[config.mk]
export PLATFORM = sky130hd
export DESIGN_NAME = pci_bridge_txn_control
export DESIGN_NICKNAME = d
export VERILOG_FILES = /design/src/rtl/pci_bridge_txn_pkg.sv /design/src/rtl/pci_bridge_txn_control.sv
export VERILOG_INCLUDE_DIRS = /design/src /design/src/rtl
export SDC_FILE = /design/constraint.sdc
export NUM_CORES = 1
export LEC_CHECK = 0
export BUFFER_PORTS_ARGS = -buffer_cell sky130_fd_sc_hd__buf_4
export CAP_MARGIN = 10
export CORE_MARGIN = 2
export CORE_UTILIZATION = 55
export CTS_CLUSTER_DIAMETER = 40
export CTS_CLUSTER_SIZE = 40
export DETAILED_ROUTE_END_ITERATION = 8
export HOLD_SLACK_MARGIN = 0.15
export PLACE_DENSITY = 0.87
export SETUP_SLACK_MARGIN = 0.15
export SLEW_MARGIN = 20
export SYNTH_ARGS = -nofsm -noshare
export SYNTH_HDL_FRONTEND = slang
export SYNTH_SLANG_ARGS = --single-unit
[constraint.sdc]
create_clock -name ref_clk_i -period 3.3 [get_ports ref_clk_i]
set_input_delay 0.825 -clock ref_clk_i [delete_from_list [all_inputs] [get_ports ref_clk_i]]
set_output_delay 0.825 -clock ref_clk_i [all_outputs]
set_load 0.01 [all_outputs]
[src/rtl/pci_bridge_txn_control_defs.svh]
/*
  Constants of the hub-to-PCI bridge transaction controller: register map,
  field positions, reset values and cycle counts.
  Assumes inclusion by bare name from design files; definitions only.
*/
`ifndef PCI_BRIDGE_TXN_CONTROL_DEFS_SVH
`define PCI_BRIDGE_TXN_CONTROL_DEFS_SVH

// ----------------------------------------------------------------------
// Register map
// ----------------------------------------------------------------------
`define REG_CTRL 8'h00
`define REG_STATUS 8'h04
`define CTRL_SEC_LSB 0
`define CTRL_SUB_LSB 8
`define CTRL_PFDIS_BIT 16
`define STATUS_RMA_BIT 0
`define STATUS_LOCK_BIT 1
`define STATUS_FULL_BIT 2
`define CTRL_RESET 32'h0000_0000

// ----------------------------------------------------------------------
// Decode and timing
// ----------------------------------------------------------------------
`define OWN_DEV_MIN 5'h1B
`define SPC_DEV 5'h1F
`define SPC_FUNC 3'h7
`define SPC_REG 6'h3F
`define CLAIM_WAIT_CYC 3'h5
`define LAT_TIMER_CYC 8'h40
`define PAGE_DWORDS 11'h400
`define DTQ_DEPTH 4

`endif

[src/rtl/pci_bridge_txn_pkg.sv]
/*
  Types of the hub-to-PCI bridge transaction controller.
  Assumes no surroundings; the constants live in the _defs header.
*/
package pci_bridge_txn_pkg;
  typedef enum logic [2:0] {M_IDLE, M_ARB, M_ADDR, M_WAIT, M_DATA} master_state_e;
  typedef enum logic [2:0] {RESP_NONE, RESP_CLAIM, RESP_RETRY, RESP_DISC, RESP_TABORT} tgt_resp_e;
  typedef enum logic [1:0] {CPL_NORMAL, CPL_MABORT, CPL_TABORT} cpl_status_e;
  typedef logic [3:0] cmd_t;
  localparam cmd_t CMD_SPECIAL = 4'h1;
  localparam cmd_t CMD_MEM_RD = 4'h6;
  localparam cmd_t CMD_MEM_WR = 4'h7;
  localparam cmd_t CMD_CFG_RD = 4'hA;
  localparam cmd_t CMD_CFG_WR = 4'hB;
  localparam cmd_t CMD_MEM_RDM = 4'hC;
  localparam cmd_t CMD_MEM_RDL = 4'hE;
  localparam cmd_t CMD_MEM_WRI = 4'hF;
endpackage : pci_bridge_txn_pkg

[src/rtl/pci_bridge_txn_control.sv]
/*
  Transaction controller of a hub-to-PCI bridge: hub-side master engine with
  configuration translation and lock, PCI-side target decisions with a
  delayed-read queue, and a small register port.
  Assumes every input is synchronous to ref_clk_i; the PCI pads and the hub
  packet layer sit outside and present one-cycle request pulses.
*/
// The plain strobed port and the register addresses were left to the implementer.
`include "pci_bridge_txn_control_defs.svh"

module pci_bridge_txn_control (
  input wire logic ref_clk_i,
  input wire logic rst_i,
  // Register port
  input wire logic [7:0] reg_addr_i,
  input wire logic [31:0] reg_wdata_i,
  input wire logic reg_wr_i,
  input wire logic reg_rd_i,
  output logic [31:0] reg_rdata_o,
  // Hub-originated requests
  input wire logic hub_req_i,
  input wire logic [3:0] hub_cmd_i,
  input wire logic [31:0] hub_addr_i,
  input wire logic [3:0] hub_be_i,
  input wire logic [7:0] hub_len_i,
  input wire logic hub_locked_i,
  input wire logic hub_unlock_i,
  input wire logic [31:0] hub_wdata_i,
  output logic hub_ready_o,
  output logic hub_cpl_o,
  output logic [1:0] hub_cpl_status_o,
  output logic hub_cpl_disc_o,
  output logic own_cfg_o,
  output logic [31:0] hub_rdata_o,
  // Secondary bus as master
  input wire logic sec_gnt_n_i,
  input wire logic target_claim_n_i,
  input wire logic target_ready_n_i,
  input wire logic target_stop_n_i,
  input wire logic [31:0] sec_addr_data_i,
  output logic [31:0] sec_addr_data_o,
  output logic sec_addr_data_oe_o,
  output logic [3:0] sec_cmd_o,
  output logic cycle_frame_n_o,
  output logic sec_bus_lock_n_o,
  // Secondary bus as target
  input wire logic pci_req_i,
  input wire logic [3:0] pci_cmd_i,
  input wire logic [31:0] pci_addr_i,
  input wire logic pci_par_i,
  input wire logic pci_in_window_i,
  input wire logic post_full_i,
  input wire logic peer_locked_i,
  output logic [2:0] tgt_resp_o,
  output logic upstream_block_o,
  // Delayed-read queue towards the hub
  input wire logic hub_rd_done_i,
  input wire logic [1:0] hub_rd_tag_i,
  input wire logic hub_rd_abort_i,
  output logic dtq_issue_o,
  output logic [1:0] dtq_tag_o,
  output logic [31:0] dtq_addr_o,
  output logic [3:0] dtq_cmd_o,
  output logic dtq_par_o,
  output logic dtq_prefetch_o,
  output logic [10:0] dtq_len_o
);

  // ----------------------------------------------------------------------
  // Registers
  // ----------------------------------------------------------------------
  logic [31:0] ctrl, next_ctrl;
  logic rma, next_rma;
  logic [31:0] next_rdata;
  logic lock_active, dtq_full;
  logic rma_set;
  wire [7:0] sec_bus = ctrl[`CTRL_SEC_LSB +: 8];
  wire [7:0] sub_bus = ctrl[`CTRL_SUB_LSB +: 8];
  wire pf_dis = ctrl[`CTRL_PFDIS_BIT];

  // Received-abort flag: hardware set wins over a write-one clear
  always_comb begin
    next_ctrl = ctrl;
    next_rma = rma;
    next_rdata = 32'h0000_0000;
    if (reg_wr_i && reg_addr_i == `REG_CTRL) begin
      next_ctrl = reg_wdata_i & 32'h0001_FFFF;
    end
    if (reg_wr_i && reg_addr_i == `REG_STATUS && reg_wdata_i[`STATUS_RMA_BIT]) begin
      next_rma = 1'b0;
    end
    if (rma_set) begin
      next_rma = 1'b1;
    end
    if (reg_rd_i) begin
      case (reg_addr_i)
        `REG_CTRL: next_rdata = ctrl;
        `REG_STATUS: next_rdata = {29'h0, dtq_full, lock_active, rma};
        default: next_rdata = 32'h0000_0000;
      endcase
    end
  end

  always_ff @(posedge ref_clk_i) begin
    if (rst_i) begin
      ctrl <= `CTRL_RESET;
      rma <= 1'b0;
      reg_rdata_o <= 32'h0000_0000;
    end else begin
      ctrl <= next_ctrl;
      rma <= next_rma;
      reg_rdata_o <= next_rdata;
    end
  end

  // ----------------------------------------------------------------------
  // Hub-side master engine
  // ----------------------------------------------------------------------
  pci_bridge_txn_pkg::master_state_e mst, next_mst;
  logic [31:0] m_addr, next_m_addr;
  logic [3:0] m_cmd, next_m_cmd;
  logic [3:0] m_be, next_m_be;
  logic [7:0] m_len, next_m_len;
  logic m_locked, next_m_locked;
  logic m_special, next_m_special;
  logic m_disc, next_m_disc;
  logic [2:0] wait_cnt, next_wait_cnt;
  logic [7:0] lat_cnt, next_lat_cnt;
  logic next_lock;
  logic next_cpl, next_cpl_disc, next_own;
  logic [1:0] next_status;
  logic [31:0] next_hub_rdata;
  logic [31:0] t0_addr;
  logic is_cfg, hub_is_wr;
  wire [4:0] h_dev = hub_addr_i[15:11];
  wire [7:0] h_bus = hub_addr_i[23:16];

  // One-hot device select for the converted address; numbers 16 and up fall off
  always_comb begin
    t0_addr = {16'h0000, 5'h00, hub_addr_i[10:2], 2'b00};
    if (h_dev < 5'h10) begin
      t0_addr[5'h10 + h_dev] = 1'b1;
    end
  end

  assign is_cfg = hub_cmd_i == pci_bridge_txn_pkg::CMD_CFG_RD
    || hub_cmd_i == pci_bridge_txn_pkg::CMD_CFG_WR;
  assign hub_is_wr = hub_cmd_i[0];
  assign hub_ready_o = mst == pci_bridge_txn_pkg::M_IDLE;

  // Decode on acceptance, then frame, claim wait, data phases, completion
  always_comb begin
    next_mst = mst;
    next_m_addr = m_addr;
    next_m_cmd = m_cmd;
    next_m_be = m_be;
    next_m_len = m_len;
    next_m_locked = m_locked;
    next_m_special = m_special;
    next_m_disc = m_disc;
    next_wait_cnt = wait_cnt;
    next_lat_cnt = lat_cnt;
    next_lock = lock_active;
    next_cpl = 1'b0;
    next_cpl_disc = 1'b0;
    next_own = 1'b0;
    next_status = hub_cpl_status_o;
    next_hub_rdata = hub_rdata_o;
    rma_set = 1'b0;
    case (mst)
      pci_bridge_txn_pkg::M_IDLE: begin
        if (hub_req_i) begin
          next_m_addr = hub_addr_i;
          next_m_cmd = hub_cmd_i;
          next_m_be = hub_be_i;
          next_m_len = (hub_len_i == 8'h00) ? 8'h01 : hub_len_i;
          next_m_locked = hub_locked_i;
          next_m_special = 1'b0;
          next_m_disc = 1'b0;
          next_mst = pci_bridge_txn_pkg::M_ARB;
          if (is_cfg && hub_addr_i[1:0] == 2'b00) begin
            next_mst = pci_bridge_txn_pkg::M_IDLE;
            next_cpl = 1'b1;
            next_own = h_dev >= `OWN_DEV_MIN;
            next_status = next_own ? pci_bridge_txn_pkg::CPL_NORMAL
                                   : pci_bridge_txn_pkg::CPL_MABORT;
          end else if (is_cfg && hub_addr_i[1:0] == 2'b01) begin
            if (h_bus == sec_bus && hub_is_wr && h_dev == `SPC_DEV
                && hub_addr_i[10:8] == `SPC_FUNC && hub_addr_i[7:2] == `SPC_REG) begin
              next_m_cmd = pci_bridge_txn_pkg::CMD_SPECIAL;
              next_m_special = 1'b1;
              next_m_len = 8'h01;
              next_m_disc = hub_len_i > 8'h01;
            end else if (h_bus == sec_bus) begin
              next_m_addr = t0_addr;
            end else if (!(h_bus > sec_bus && h_bus <= sub_bus)) begin
              next_mst = pci_bridge_txn_pkg::M_IDLE;
              next_cpl = 1'b1;
              next_status = pci_bridge_txn_pkg::CPL_MABORT;
            end
          end else if (is_cfg) begin
            next_mst = pci_bridge_txn_pkg::M_IDLE;
            next_cpl = 1'b1;
            next_status = pci_bridge_txn_pkg::CPL_MABORT;
          end
        end
      end
      pci_bridge_txn_pkg::M_ARB: begin
        if (!sec_gnt_n_i) begin
          next_mst = pci_bridge_txn_pkg::M_ADDR;
        end
      end
      pci_bridge_txn_pkg::M_ADDR: begin
        next_wait_cnt = 3'h1;
        next_lat_cnt = 8'h00;
        next_mst = pci_bridge_txn_pkg::M_WAIT;
      end
      pci_bridge_txn_pkg::M_WAIT: begin
        next_wait_cnt = wait_cnt + 3'h1;
        if (!target_claim_n_i && !m_special) begin
          next_mst = pci_bridge_txn_pkg::M_DATA;
        end else if (wait_cnt == `CLAIM_WAIT_CYC) begin
          next_mst = pci_bridge_txn_pkg::M_IDLE;
          next_cpl = 1'b1;
          next_cpl_disc = m_disc;
          // Special cycles expect nobody to claim them
          next_status = m_special ? pci_bridge_txn_pkg::CPL_NORMAL
                                  : pci_bridge_txn_pkg::CPL_MABORT;
          rma_set = !m_special;
        end
      end
      pci_bridge_txn_pkg::M_DATA: begin
        next_lat_cnt = (lat_cnt == `LAT_TIMER_CYC) ? lat_cnt : lat_cnt + 8'h01;
        if (!target_ready_n_i && !target_claim_n_i) begin
          next_m_len = m_len - 8'h01;
          next_m_addr = m_addr + 32'h0000_0004;
          next_hub_rdata = sec_addr_data_i;
          if (m_locked && m_cmd == pci_bridge_txn_pkg::CMD_MEM_RD && m_be != 4'h0) begin
            next_lock = 1'b1;
          end
        end
        if (!target_stop_n_i && target_claim_n_i) begin
          next_mst = pci_bridge_txn_pkg::M_IDLE;
          next_cpl = 1'b1;
          next_status = pci_bridge_txn_pkg::CPL_TABORT;
        end else if (next_m_len == 8'h00) begin
          next_mst = pci_bridge_txn_pkg::M_IDLE;
          next_cpl = 1'b1;
          next_status = pci_bridge_txn_pkg::CPL_NORMAL;
        end else if (!target_stop_n_i
                     || (lat_cnt == `LAT_TIMER_CYC && sec_gnt_n_i)) begin
          next_mst = pci_bridge_txn_pkg::M_ARB;
        end
      end
      default: next_mst = pci_bridge_txn_pkg::M_IDLE;
    endcase
    if (hub_unlock_i) begin
      next_lock = 1'b0;
    end
  end

  always_ff @(posedge ref_clk_i) begin
    if (rst_i) begin
      mst <= pci_bridge_txn_pkg::M_IDLE;
      m_addr <= 32'h0000_0000;
      m_cmd <= 4'h0;
      m_be <= 4'h0;
      m_len <= 8'h00;
      m_locked <= 1'b0;
      m_special <= 1'b0;
      m_disc <= 1'b0;
      wait_cnt <= 3'h0;
      lat_cnt <= 8'h00;
      lock_active <= 1'b0;
      hub_cpl_o <= 1'b0;
      hub_cpl_disc_o <= 1'b0;
      own_cfg_o <= 1'b0;
      hub_cpl_status_o <= 2'h0;
      hub_rdata_o <= 32'h0000_0000;
    end else begin
      mst <= next_mst;
      m_addr <= next_m_addr;
      m_cmd <= next_m_cmd;
      m_be <= next_m_be;
      m_len <= next_m_len;
      m_locked <= next_m_locked;
      m_special <= next_m_special;
      m_disc <= next_m_disc;
      wait_cnt <= next_wait_cnt;
      lat_cnt <= next_lat_cnt;
      lock_active <= next_lock;
      hub_cpl_o <= next_cpl;
      hub_cpl_disc_o <= next_cpl_disc;
      own_cfg_o <= next_own;
      hub_cpl_status_o <= next_status;
      hub_rdata_o <= next_hub_rdata;
    end
  end

  // Bus drive follows the state; address in the address phase, write data after
  wire m_active = mst == pci_bridge_txn_pkg::M_ADDR || mst == pci_bridge_txn_pkg::M_WAIT
    || mst == pci_bridge_txn_pkg::M_DATA;
  assign cycle_frame_n_o = !m_active;
  assign sec_bus_lock_n_o = !(m_active && (lock_active || m_locked));
  assign sec_cmd_o = m_cmd;
  assign sec_addr_data_oe_o = mst == pci_bridge_txn_pkg::M_ADDR || (m_active && m_cmd[0]);
  assign sec_addr_data_o = (mst == pci_bridge_txn_pkg::M_ADDR) ? m_addr : hub_wdata_i;

  // ----------------------------------------------------------------------
  // PCI-side target and delayed-read queue
  // ----------------------------------------------------------------------
  logic [`DTQ_DEPTH-1:0] q_valid, next_q_valid, q_done, next_q_done, q_abort, next_q_abort;
  logic [31:0] q_addr [`DTQ_DEPTH];
  logic [31:0] next_q_addr [`DTQ_DEPTH];
  logic [3:0] q_cmd [`DTQ_DEPTH];
  logic [3:0] next_q_cmd [`DTQ_DEPTH];
  logic [`DTQ_DEPTH-1:0] q_hit;
  logic [1:0] hit_idx, free_idx;
  logic [2:0] next_resp;
  logic next_issue, next_pf;
  logic [10:0] next_len;
  wire mem_rd = pci_cmd_i == pci_bridge_txn_pkg::CMD_MEM_RD
    || pci_cmd_i == pci_bridge_txn_pkg::CMD_MEM_RDM || pci_cmd_i == pci_bridge_txn_pkg::CMD_MEM_RDL;
  wire mem_wr = pci_cmd_i == pci_bridge_txn_pkg::CMD_MEM_WR
    || pci_cmd_i == pci_bridge_txn_pkg::CMD_MEM_WRI;

  // Address and command comparison per queue entry
  genvar gi;
  generate
    for (gi = 0; gi < `DTQ_DEPTH; gi++) begin : g_hit
      assign q_hit[gi] = q_valid[gi] && q_addr[gi] == pci_addr_i && q_cmd[gi] == pci_cmd_i;
    end
  endgenerate

  assign dtq_full = &q_valid;
  assign upstream_block_o = lock_active;

  always_comb begin
    hit_idx = 2'h0;
    free_idx = 2'h0;
    for (int i = `DTQ_DEPTH - 1; i >= 0; i--) begin
      if (q_hit[i]) hit_idx = 2'(i);
      if (!q_valid[i]) free_idx = 2'(i);
    end
  end

  // Reads are always answered with retry until the hub has completed them
  always_comb begin
    next_q_valid = q_valid;
    next_q_done = q_done;
    next_q_abort = q_abort;
    next_q_addr = q_addr;
    next_q_cmd = q_cmd;
    next_resp = pci_bridge_txn_pkg::RESP_NONE;
    next_issue = 1'b0;
    next_pf = 1'b0;
    next_len = 11'h001;
    if (hub_rd_done_i && q_valid[hub_rd_tag_i]) begin
      next_q_done[hub_rd_tag_i] = 1'b1;
      next_q_abort[hub_rd_tag_i] = hub_rd_abort_i;
    end
    if (pci_req_i && mem_rd) begin
      if (lock_active || peer_locked_i) begin
        next_resp = pci_bridge_txn_pkg::RESP_RETRY;
      end else if (|q_hit) begin
        if (q_done[hit_idx]) begin
          next_q_valid[hit_idx] = 1'b0;
          next_resp = q_abort[hit_idx] ? pci_bridge_txn_pkg::RESP_TABORT
                                       : pci_bridge_txn_pkg::RESP_DISC;
        end else begin
          next_resp = pci_bridge_txn_pkg::RESP_RETRY;
        end
      end else if (dtq_full) begin
        next_resp = pci_bridge_txn_pkg::RESP_RETRY;
      end else begin
        next_q_valid[free_idx] = 1'b1;
        next_q_done[free_idx] = 1'b0;
        next_q_abort[free_idx] = 1'b0;
        next_q_addr[free_idx] = pci_addr_i;
        next_q_cmd[free_idx] = pci_cmd_i;
        next_issue = 1'b1;
        next_resp = pci_bridge_txn_pkg::RESP_RETRY;
        if (pci_cmd_i == pci_bridge_txn_pkg::CMD_MEM_RDM && !pf_dis) begin
          next_pf = 1'b1;
          next_len = `PAGE_DWORDS - {1'b0, pci_addr_i[11:2]};
        end
      end
    end else if (pci_req_i && mem_wr) begin
      if ((lock_active && !pci_in_window_i) || peer_locked_i) begin
        next_resp = pci_bridge_txn_pkg::RESP_RETRY;
      end else if (post_full_i || pci_addr_i[1:0] != 2'b00) begin
        next_resp = pci_bridge_txn_pkg::RESP_DISC;
      end else begin
        next_resp = pci_bridge_txn_pkg::RESP_CLAIM;
      end
    end
    // I/O, configuration and own-space accesses from PCI are never claimed
  end

  always_ff @(posedge ref_clk_i) begin
    if (rst_i) begin
      q_valid <= '0;
      q_done <= '0;
      q_abort <= '0;
      q_addr <= '{default: 32'h0000_0000};
      q_cmd <= '{default: 4'h0};
      tgt_resp_o <= 3'h0;
      dtq_issue_o <= 1'b0;
      dtq_tag_o <= 2'h0;
      dtq_addr_o <= 32'h0000_0000;
      dtq_cmd_o <= 4'h0;
      dtq_par_o <= 1'b0;
      dtq_prefetch_o <= 1'b0;
      dtq_len_o <= 11'h000;
    end else begin
      q_valid <= next_q_valid;
      q_done <= next_q_done;
      q_abort <= next_q_abort;
      q_addr <= next_q_addr;
      q_cmd <= next_q_cmd;
      tgt_resp_o <= next_resp;
      dtq_issue_o <= next_issue;
      if (next_issue) begin
        dtq_tag_o <= free_idx;
        dtq_addr_o <= pci_addr_i;
        dtq_cmd_o <= pci_cmd_i;
        dtq_par_o <= pci_par_i;
        dtq_prefetch_o <= next_pf;
        dtq_len_o <= next_len;
      end
    end
  end
endmodule : pci_bridge_txn_control

==> results of run 1 <==
## critical path, delay by kind of cell
| kind | cells | cell delay, ns |
|---|---|---|
| simple gates | 5 | 1.34 |
| compound gates | 2 | 0.72 |
| buf+inv | 2 | 0.37 |
| xor+xnor | 1 | 0.24 |
## cells in the mapped netlist (6+ instances only)
cell                       number  area [um2]
sky130_fd_sc_hd__and4_1         6       52.55
sky130_fd_sc_hd__nor3_1        63       315.3
sky130_fd_sc_hd__a211oi_1      11       82.58
sky130_fd_sc_hd__nor4_1        60       375.4
sky130_fd_sc_hd__a31oi_1        9       56.30
sky130_fd_sc_hd__xor2_1       112       980.9
sky130_fd_sc_hd__nand2_1      344        1291
sky130_fd_sc_hd__buf_4         21       157.7
sky130_fd_sc_hd__nor3b_1       11       82.58
sky130_fd_sc_hd__or2_2          8       50.05
sky130_fd_sc_hd__xnor2_1       50       437.9
sky130_fd_sc_hd__or3_1         13       81.33
sky130_fd_sc_hd__nor2_1       213       799.5
sky130_fd_sc_hd__buf_2         38       190.2
sky130_fd_sc_hd__and3_1         8       50.05
sky130_fd_sc_hd__nor2b_1        8       50.05
sky130_fd_sc_hd__nand3_1       45       225.2
sky130_fd_sc_hd__o21ai_0       45       225.2
sky130_fd_sc_hd__clkbuf_1      91       341.6
sky130_fd_sc_hd__or4_1          8       60.06
sky130_fd_sc_hd__ha_1          23       287.8
sky130_fd_sc_hd__a311oi_1       6       52.55
sky130_fd_sc_hd__and2_1        10       62.56
sky130_fd_sc_hd__inv_1         34       127.6
sky130_fd_sc_hd__dfxtp_1      349        6987
sky130_fd_sc_hd__nand4_1       46       287.8
sky130_fd_sc_hd__a21oi_1      217        1086
sky130_fd_sc_hd__mux2_2        32       360.4
sky130_fd_sc_hd__nand2b_1      12       75.07
sky130_fd_sc_hd__buf_6         14       157.7
sky130_fd_sc_hd__a221oi_1       7       61.31
sky130_fd_sc_hd__mux2i_1      111        1111
## kinds of logic after synthesis
family                   share of synthesized area (%)
AND/OR/NAND/NOR                                  24.16
flip-flops                                       40.43
AO/OA/AOI/OAI                                    11.25
buffers and inverters                            5.749
XOR/XNOR                                         8.210
multiplexers                                     8.514
adder cells (fa/ha/maj)                          1.665
other                                          0.02170
## how the worst min path moves through the flow
| stage | end | cells after the start | slack (ns) |
|---|---|---|---|
| floorplan | m_addr[0]$_SDFFE_PP0P_ | 2 | 0.43 |
| detailed placement | dtq_len_o[10]$_SDFFE_PP0P_ | 2 | 0.45 |
| global route | upstream_block_o$_SDFFE_PP0P_ | 2 | 0.44 |
| global placement | m_addr[0]$_SDFFE_PP0P_ | 2 | 0.44 |
| finish | upstream_block_o$_SDFFE_PP0P_ | 2 | 0.44 |
| CTS | upstream_block_o$_SDFFE_PP0P_ | 2 | 0.43 |
## sequential cells by signal (all words and copies together) (netlist names), 2 cells and up
name,flops
m_be,4
m_addr,32
q_abort,4
dtq_tag_o,2
dtq_cmd_o,4
ctrl,17
q_done,4
sec_cmd_o,4
wait_cnt,3
q_addr,128
dtq_len_o,11
q_valid,4
dtq_addr_o,32
reg_rdata_o,17
lat_cnt,8
hub_rdata_o,32
q_cmd,16
hub_cpl_status_o,2
mst,3
m_len,8
tgt_resp_o,3
## per-stage QoR
step,hold slack [ns],worst slack (ns)
2_1_floorplan,0.4284,0.1919
6_report,0.4425,0.1989
3_3_place_gp,0.4380,-0.1916
4_1_cts,0.4302,0.2964
5_1_grt,0.4398,0.1071
3_5_place_dp,0.4459,-0.2101
## area by class of cell
class,instances,area share [%]
clock inverter,33,1.845
inverter,34,0.5651
timing repair buffer,488,17.14
sequential,349,30.94
clock buffer,54,5.645
tap,396,2.194
multi-input combinational,1568,41.66
antenna,1,0.01108
## what timing repair did
item | CTS | global route
endpoints found under the setup margin | 0 | 5
resized for setup | 0 | 1
hold endpoints to repair | 0 | 0
## power by group
group	internal, uW	total, uW	switching [uW]
Sequential	4310	4440	125
Clock	3320	5400	2080
Combinational	626	1420	799
Total	8260	11300	3010
## per-layer routing
metal	track usage [%]	up-vias
met5	0	-
met3	4.939	223
met1	40.89	8148
li1	-	8019
met4	20.68	0
met2	60.21	946
==> flow_metrics.env, run 1 <==
export IMPL_outcome="finished clean"
export IMPL_irDropWorstVdd_uv=482.4
export IMPL_synth_main_ff_cell="sky130_fd_sc_hd__dfxtp_1"
export IMPL_wl_met1_mm=22.13
export IMPL_tritoncts_num_buffers=47
export IMPL_post_route_util_pct=73.45
export IMPL_dr_max_layer_used="met4"
export IMPL_cts_post_setup_buffers_inserted=0
export IMPL_synth_area_mm2=0.01728
export IMPL_timing_max_transition_violations_final=0
export IMPL_syn2layout_area_growth_pct=30.68
export IMPL_setup_worst_path_class="input pin to register"
export IMPL_rsz0062_at_grt="true"
export IMPL_first_global_vias=16630
export IMPL_met2RoutedLength_mm=28.88
export IMPL_synth_warnings=0
export IMPL_post_route_period_util_pct=93.97
export IMPL_cts_reportedPaths_clkPinSlew_ns=0.06
export IMPL_worst_setup_path_startpoint="pci_addr_i[1]"
export IMPL_startpoint_type="input pin"
export IMPL_hp_class="input pin to register"
export IMPL_cp_arrival_ns=3.50
export IMPL_placed_cells=2835
export IMPL_route_met3_wl_mm=4.886
export IMPL_max_slew_margin_pct=34.30
export IMPL_maxClockFrequency_mhz=322.5
export IMPL_seq_area_mm2=0.006987
export IMPL_report_final_hold_viol_count=0
export IMPL_detail_route_vias_per_cell=5.931
export IMPL_track_usage_pct=34.75
export IMPL_initial_drc_count=1854
export IMPL_cts_hold_fix_buffers=0
export IMPL_synth_edf_count=0
export IMPL_synth_seq_cells=349
export IMPL_mostFrequentLayoutCell="sky130_fd_sc_hd__buf_4"
export IMPL_layout_cells_non_filler=2923
export IMPL_p_per_area_mw_per_mm2=498.9
export IMPL_critPathRequiredTime_ns=3.70
export IMPL_antenna_left=0
export IMPL_tightest_slew_ns=0.9773
export IMPL_gp_congestion=1.016
export IMPL_total_power_uw=11270
export IMPL_multi_input_area_mm2=0.009409
export IMPL_core_region_area_mm2=0.03075
export IMPL_antenna_violations_before_repair=1
export IMPL_final_setup_tns_ns=0
export IMPL_power_leakage_uw=0.008864
export IMPL_worst_path_max_fanout=3
export IMPL_min_period_ns=3.101
export IMPL_port_buffers=342
export IMPL_final_layout_size_suffix_gt1_share_pct=25.18
export IMPL_cts_max_level=2
export IMPL_floorplan_initialDensity_pct=56.20
export IMPL_layout_filler_cells=2219
export IMPL_worstSetupEndpoint="tgt_resp_o[1]$_SDFF_PP0_"
export IMPL_average_detailed_routed_wire_length_per_instance_um=20.38
export IMPL_cp_end_kind="register"
export IMPL_worst_hold_startpoint="hub_unlock_i"
export IMPL_routed_wirelength_mm=59.57
export IMPL_final_nets=2719
export IMPL_floorplan_die_area_mm2=0.03286
export IMPL_cell_area_after_placement_mm2=0.02088
export IMPL_clk_path_buf_depth=3
export IMPL_detail_route_first_pass_iterations=6
export IMPL_synthArstFlopShare_pct=0
export IMPL_grt_max_degree=129
export IMPL_timing_reg2reg_setup_slack_ns=0.29
export IMPL_die_height_um=181.3
export IMPL_overflow=0
export IMPL_crit_chain="buf_4 > xor2_1 > nor4_1 > nand4_1 > nor4_1 > buf_4 > nor2_1 > a311oi_1 > nand2_1 > a311oi_1"
export IMPL_post_synth_num_cell_types=69
export IMPL_fin_area_mm2=0.02258
export IMPL_via_count_of_the_routed_design=17340
export IMPL_wire_length_of_the_first_global_routing_pass_mm=90.49
export IMPL_dp_final_hpwl_mm=43.18
export IMPL_rows=64
export IMPL_tritoncts="built"
export IMPL_slowest_delay_ns=0.61
export IMPL_worst_path_max_delay_cell="sky130_fd_sc_hd__nor4_1"
export IMPL_clock_skew_ns=0.01667
export IMPL_worst_skew_pair_latency_ns=0.55
export IMPL_synthCells=2106
export IMPL_clock_sinks=349
export IMPL_sequential_cell_area_fraction_in_the_yosys_report_pct=40.43
export IMPL_number_of_design_rule_violations_left_after_detail_routing=0
export IMPL_rr_endpoint="q_addr[47]$_SDFFE_PP0P_"
export IMPL_post_synth_cell_area_avg_um2=8.206
export IMPL_die_x_um=181.3
export IMPL_ff_to_ff_start="q_addr[65]$_SDFFE_PP0P_"
export IMPL_boundaryPins=373
export IMPL_worst_r2r_path_depth=9
export IMPL_max_cap_viol_count=0
export IMPL_setup_viol=0
export IMPL_cts_root_buf="sky130_fd_sc_hd__clkbuf_16"
export IMPL_final_cell_mix="sky130_fd_sc_hd__buf_4, sky130_fd_sc_hd__dfxtp_1, sky130_fd_sc_hd__nand2_1, sky130_fd_sc_hd__a21oi_1, sky130_fd_sc_hd__nor2_1"
(Power assumes the default switching activity.)
==> run 2, diff against run 1 <==
--- a/config.mk
+++ b/config.mk
@@ -8,13 +8,15 @@
 export LEC_CHECK = 0
 export BUFFER_PORTS_ARGS = -buffer_cell sky130_fd_sc_hd__buf_4
 export CAP_MARGIN = 10
+export CELL_PAD_IN_SITES_DETAIL_PLACEMENT = 1
+export CELL_PAD_IN_SITES_GLOBAL_PLACEMENT = 1
 export CORE_MARGIN = 2
-export CORE_UTILIZATION = 55
+export CORE_UTILIZATION = 40
 export CTS_CLUSTER_DIAMETER = 40
 export CTS_CLUSTER_SIZE = 40
 export DETAILED_ROUTE_END_ITERATION = 8
 export HOLD_SLACK_MARGIN = 0.15
-export PLACE_DENSITY = 0.87
+export PLACE_DENSITY = 0.86
 export SETUP_SLACK_MARGIN = 0.15
 export SLEW_MARGIN = 20
 export SYNTH_ARGS = -nofsm -noshare
==> flow_metrics.env, run 2 (same netlist as run 1, synthesis figures left out) <==
export IMPL_sequentialPowerShare_pct=36.5
export IMPL_timing_max_transition_violations_final=0
export IMPL_rows=76
export IMPL_syn2layout_area_growth_pct=34.80
export IMPL_max_slew_margin_pct=48.57
export IMPL_power_leakage_uw=0.009115
export IMPL_floorplan_initialDensity_pct=40.30
export IMPL_routed_wirelength_mm=70.47
export IMPL_hold_path_depth=2
export IMPL_rsz0062_at_grt="false"
export IMPL_min_period_ns=3.037
export IMPL_clock_skew_ns=0.02721
export IMPL_final_nets=2741
export IMPL_cts_hold_fix_buffers=0
export IMPL_critPathRequiredTime_ns=2.47
export IMPL_die_height_um=211.9
export IMPL_outcome="finished clean"
export IMPL_final_setup_tns_ns=0
export IMPL_number_of_design_rule_violations_left_after_detail_routing=0
export IMPL_startpoint_type="register"
export IMPL_port_buffers=342
export IMPL_layout_filler_cells=5066
export IMPL_fin_area_mm2=0.02329
export IMPL_antenna_left=0
export IMPL_cp_end_kind="primary output"
export IMPL_flip_flop_count_of_the_largest_register_after_layout=128
export IMPL_cts_root_buf="sky130_fd_sc_hd__clkbuf_16"
export IMPL_final_cell_mix="sky130_fd_sc_hd__buf_4, sky130_fd_sc_hd__dfxtp_1, sky130_fd_sc_hd__nand2_1, sky130_fd_sc_hd__a21oi_1, sky130_fd_sc_hd__nor2_1"
export IMPL_via_count_of_the_routed_design=17790
export IMPL_tritoncts_num_buffers=58
export IMPL_initial_drc_count=1121
export IMPL_post_route_period_util_pct=92.04
export IMPL_mostFrequentLayoutCell="sky130_fd_sc_hd__buf_4"
export IMPL_antenna_violations_before_repair=4
export IMPL_p_per_area_mw_per_mm2=525.1
export IMPL_detail_route_first_pass_iterations=5
export IMPL_gate_power_share_pct=12.0
export IMPL_final_layout_size_suffix_gt1_share_pct=26.37
export IMPL_worst_path_max_fanout=27
export IMPL_average_detailed_routed_wire_length_per_instance_um=22.39
export IMPL_track_usage_pct=30.42
export IMPL_report_final_hold_viol_count=0
export IMPL_switching_share_pct=28.44
export IMPL_cell_area_after_placement_mm2=0.02118
export IMPL_dp_final_hpwl_mm=49.89
export IMPL_worst_r2r_path_depth=10
export IMPL_irDropWorstVdd_uv=410.1
export IMPL_registers_top_by_ff_count="q_addr"
export IMPL_overflow=0
export IMPL_cts_reportedPaths_clkPinSlew_ns=0.06
export IMPL_worst_setup_path_startpoint="mst[1]$_SDFFE_PP0P_"
export IMPL_worst_skew_pair_latency_ns=0.62
export IMPL_cts_max_level=2
export IMPL_rr_endpoint="q_valid[3]$_SDFFE_PP0P_"
export IMPL_floorplan_die_area_mm2=0.04488
export IMPL_maxClockFrequency_mhz=329.2
export IMPL_wire_length_of_the_first_global_routing_pass_mm=105.9
export IMPL_die_x_um=211.9
export IMPL_clk_path_buf_depth=3
export IMPL_ff_to_ff_start="q_addr[65]$_SDFFE_PP0P_"
export IMPL_first_global_vias=18770
export IMPL_core_region_area_mm2=0.04289
export IMPL_hp_class="input pin to register"
export IMPL_max_cap_viol_count=0
export IMPL_clock_sinks=349
export IMPL_timing_reg2reg_setup_slack_ns=0.31
export IMPL_worstSetupEndpoint="sec_addr_data_o[23]"
export IMPL_detail_route_vias_per_cell=5.650
export IMPL_tritoncts="built"
export IMPL_cp_arrival_ns=2.21
export IMPL_gp_congestion=0.9484
export IMPL_grt_max_degree=97
export IMPL_tightest_slew_ns=0.7610
export IMPL_setup_viol=0
export IMPL_clock_power_share_pct=51.5
export IMPL_p_int_uw=8753
export IMPL_setup_worst_path_class="register to primary output"
export IMPL_power_switching_uw=3479
export IMPL_boundaryPins=373
==> run 2: cell types whose count changed in the layout (fill, tap and decap cells not counted), moves of 2 or more <==
cell,before,now
sky130_fd_sc_hd__clkbuf_16,49,59
sky130_fd_sc_hd__inv_6,7,15
sky130_fd_sc_hd__clkinvlp_4,6,2
sky130_fd_sc_hd__xnor2_1,50,48
sky130_fd_sc_hd__clkinv_4,3,11
sky130_fd_sc_hd__diode_2,1,3
sky130_fd_sc_hd__nor4_2,4,2
sky130_fd_sc_hd__xnor2_2,0,2
sky130_fd_sc_hd__buf_4,471,482
sky130_fd_sc_hd__bufinv_16,6,4
==> run 2: critical path: stages (launching register included) <==
cell	delay, ns
sky130_fd_sc_hd__dfxtp_1	0.49
sky130_fd_sc_hd__nand2b_1	0.19
sky130_fd_sc_hd__nor2_4	0.20
sky130_fd_sc_hd__buf_12	0.20
sky130_fd_sc_hd__mux2_2	0.36
sky130_fd_sc_hd__buf_4	0.15
==> run 2: per-layer routing <==
layer  track usage (%)  part of all wire (%)
met2             54.37                    50
met4             17.51                   5.5
met5                 0                 0.018
met1             33.97                    38
met3             5.326                   6.2
==> run 2: worst min-delay path by stage <==
stage                                    start                             to  slack, ns
finish                            hub_unlock_i  upstream_block_o$_SDFFE_PP0P_       0.44
global route                      hub_unlock_i  upstream_block_o$_SDFFE_PP0P_       0.42
CTS                               hub_unlock_i  upstream_block_o$_SDFFE_PP0P_       0.40
detailed placement  dtq_addr_o[5]$_SDFFE_PP0P_     dtq_addr_o[5]$_SDFFE_PP0P_       0.45
global placement     dtq_len_o[1]$_SDFFE_PP0P_      dtq_len_o[1]$_SDFFE_PP0P_       0.44
floorplan               m_addr[0]$_SDFFE_PP0P_         m_addr[0]$_SDFFE_PP0P_       0.43
==> run 2: layout make-up <==
class	count	area [um2]	share of cell area, %
antenna	3	7.507	0.03223
tap	585	732.0	3.142
inverter	34	127.6	0.5479
sequential	349	6988	30.00
timing repair buffer	499	3954	16.97
clock buffer	65	1539	6.607
multi-input combinational	1568	9449	40.56
clock inverter	45	498.0	2.138
==> run 2: metrics by stage <==
step	util (%)	power (uW)	setup slack, ns	std cells	hold WS [ns]
2_1_floorplan	-	5253	0.1919	2120	0.4284
3_3_place_gp	49.39	5899	-0.2114	3032	0.4426
3_5_place_dp	49.39	5956	-0.3388	3032	0.4474
4_1_cts	54.19	12280	0.2188	3145	0.4020
5_1_grt	54.32	12620	0.1537	3148	0.4201
6_report	54.32	12230	0.2627	3148	0.4403
==> run 2: what timing repair did <==
item,in CTS,in global routing
pin swaps,1,0
setup endpoints to repair,27,92
buffers inserted,3,0
cloned,0,0
gates resized for setup,0,8
==> run 2: power by group through the flow <==
stage,logic [uW],registers [uW],clock network [uW]
3_3_place_gp,1360,4530,0
2_1_floorplan,772,4480,0
5_1_grt,1560,4470,6580
3_5_place_dp,1410,4540,0
4_1_cts,1450,4450,6380
6_report,1470,4460,6300
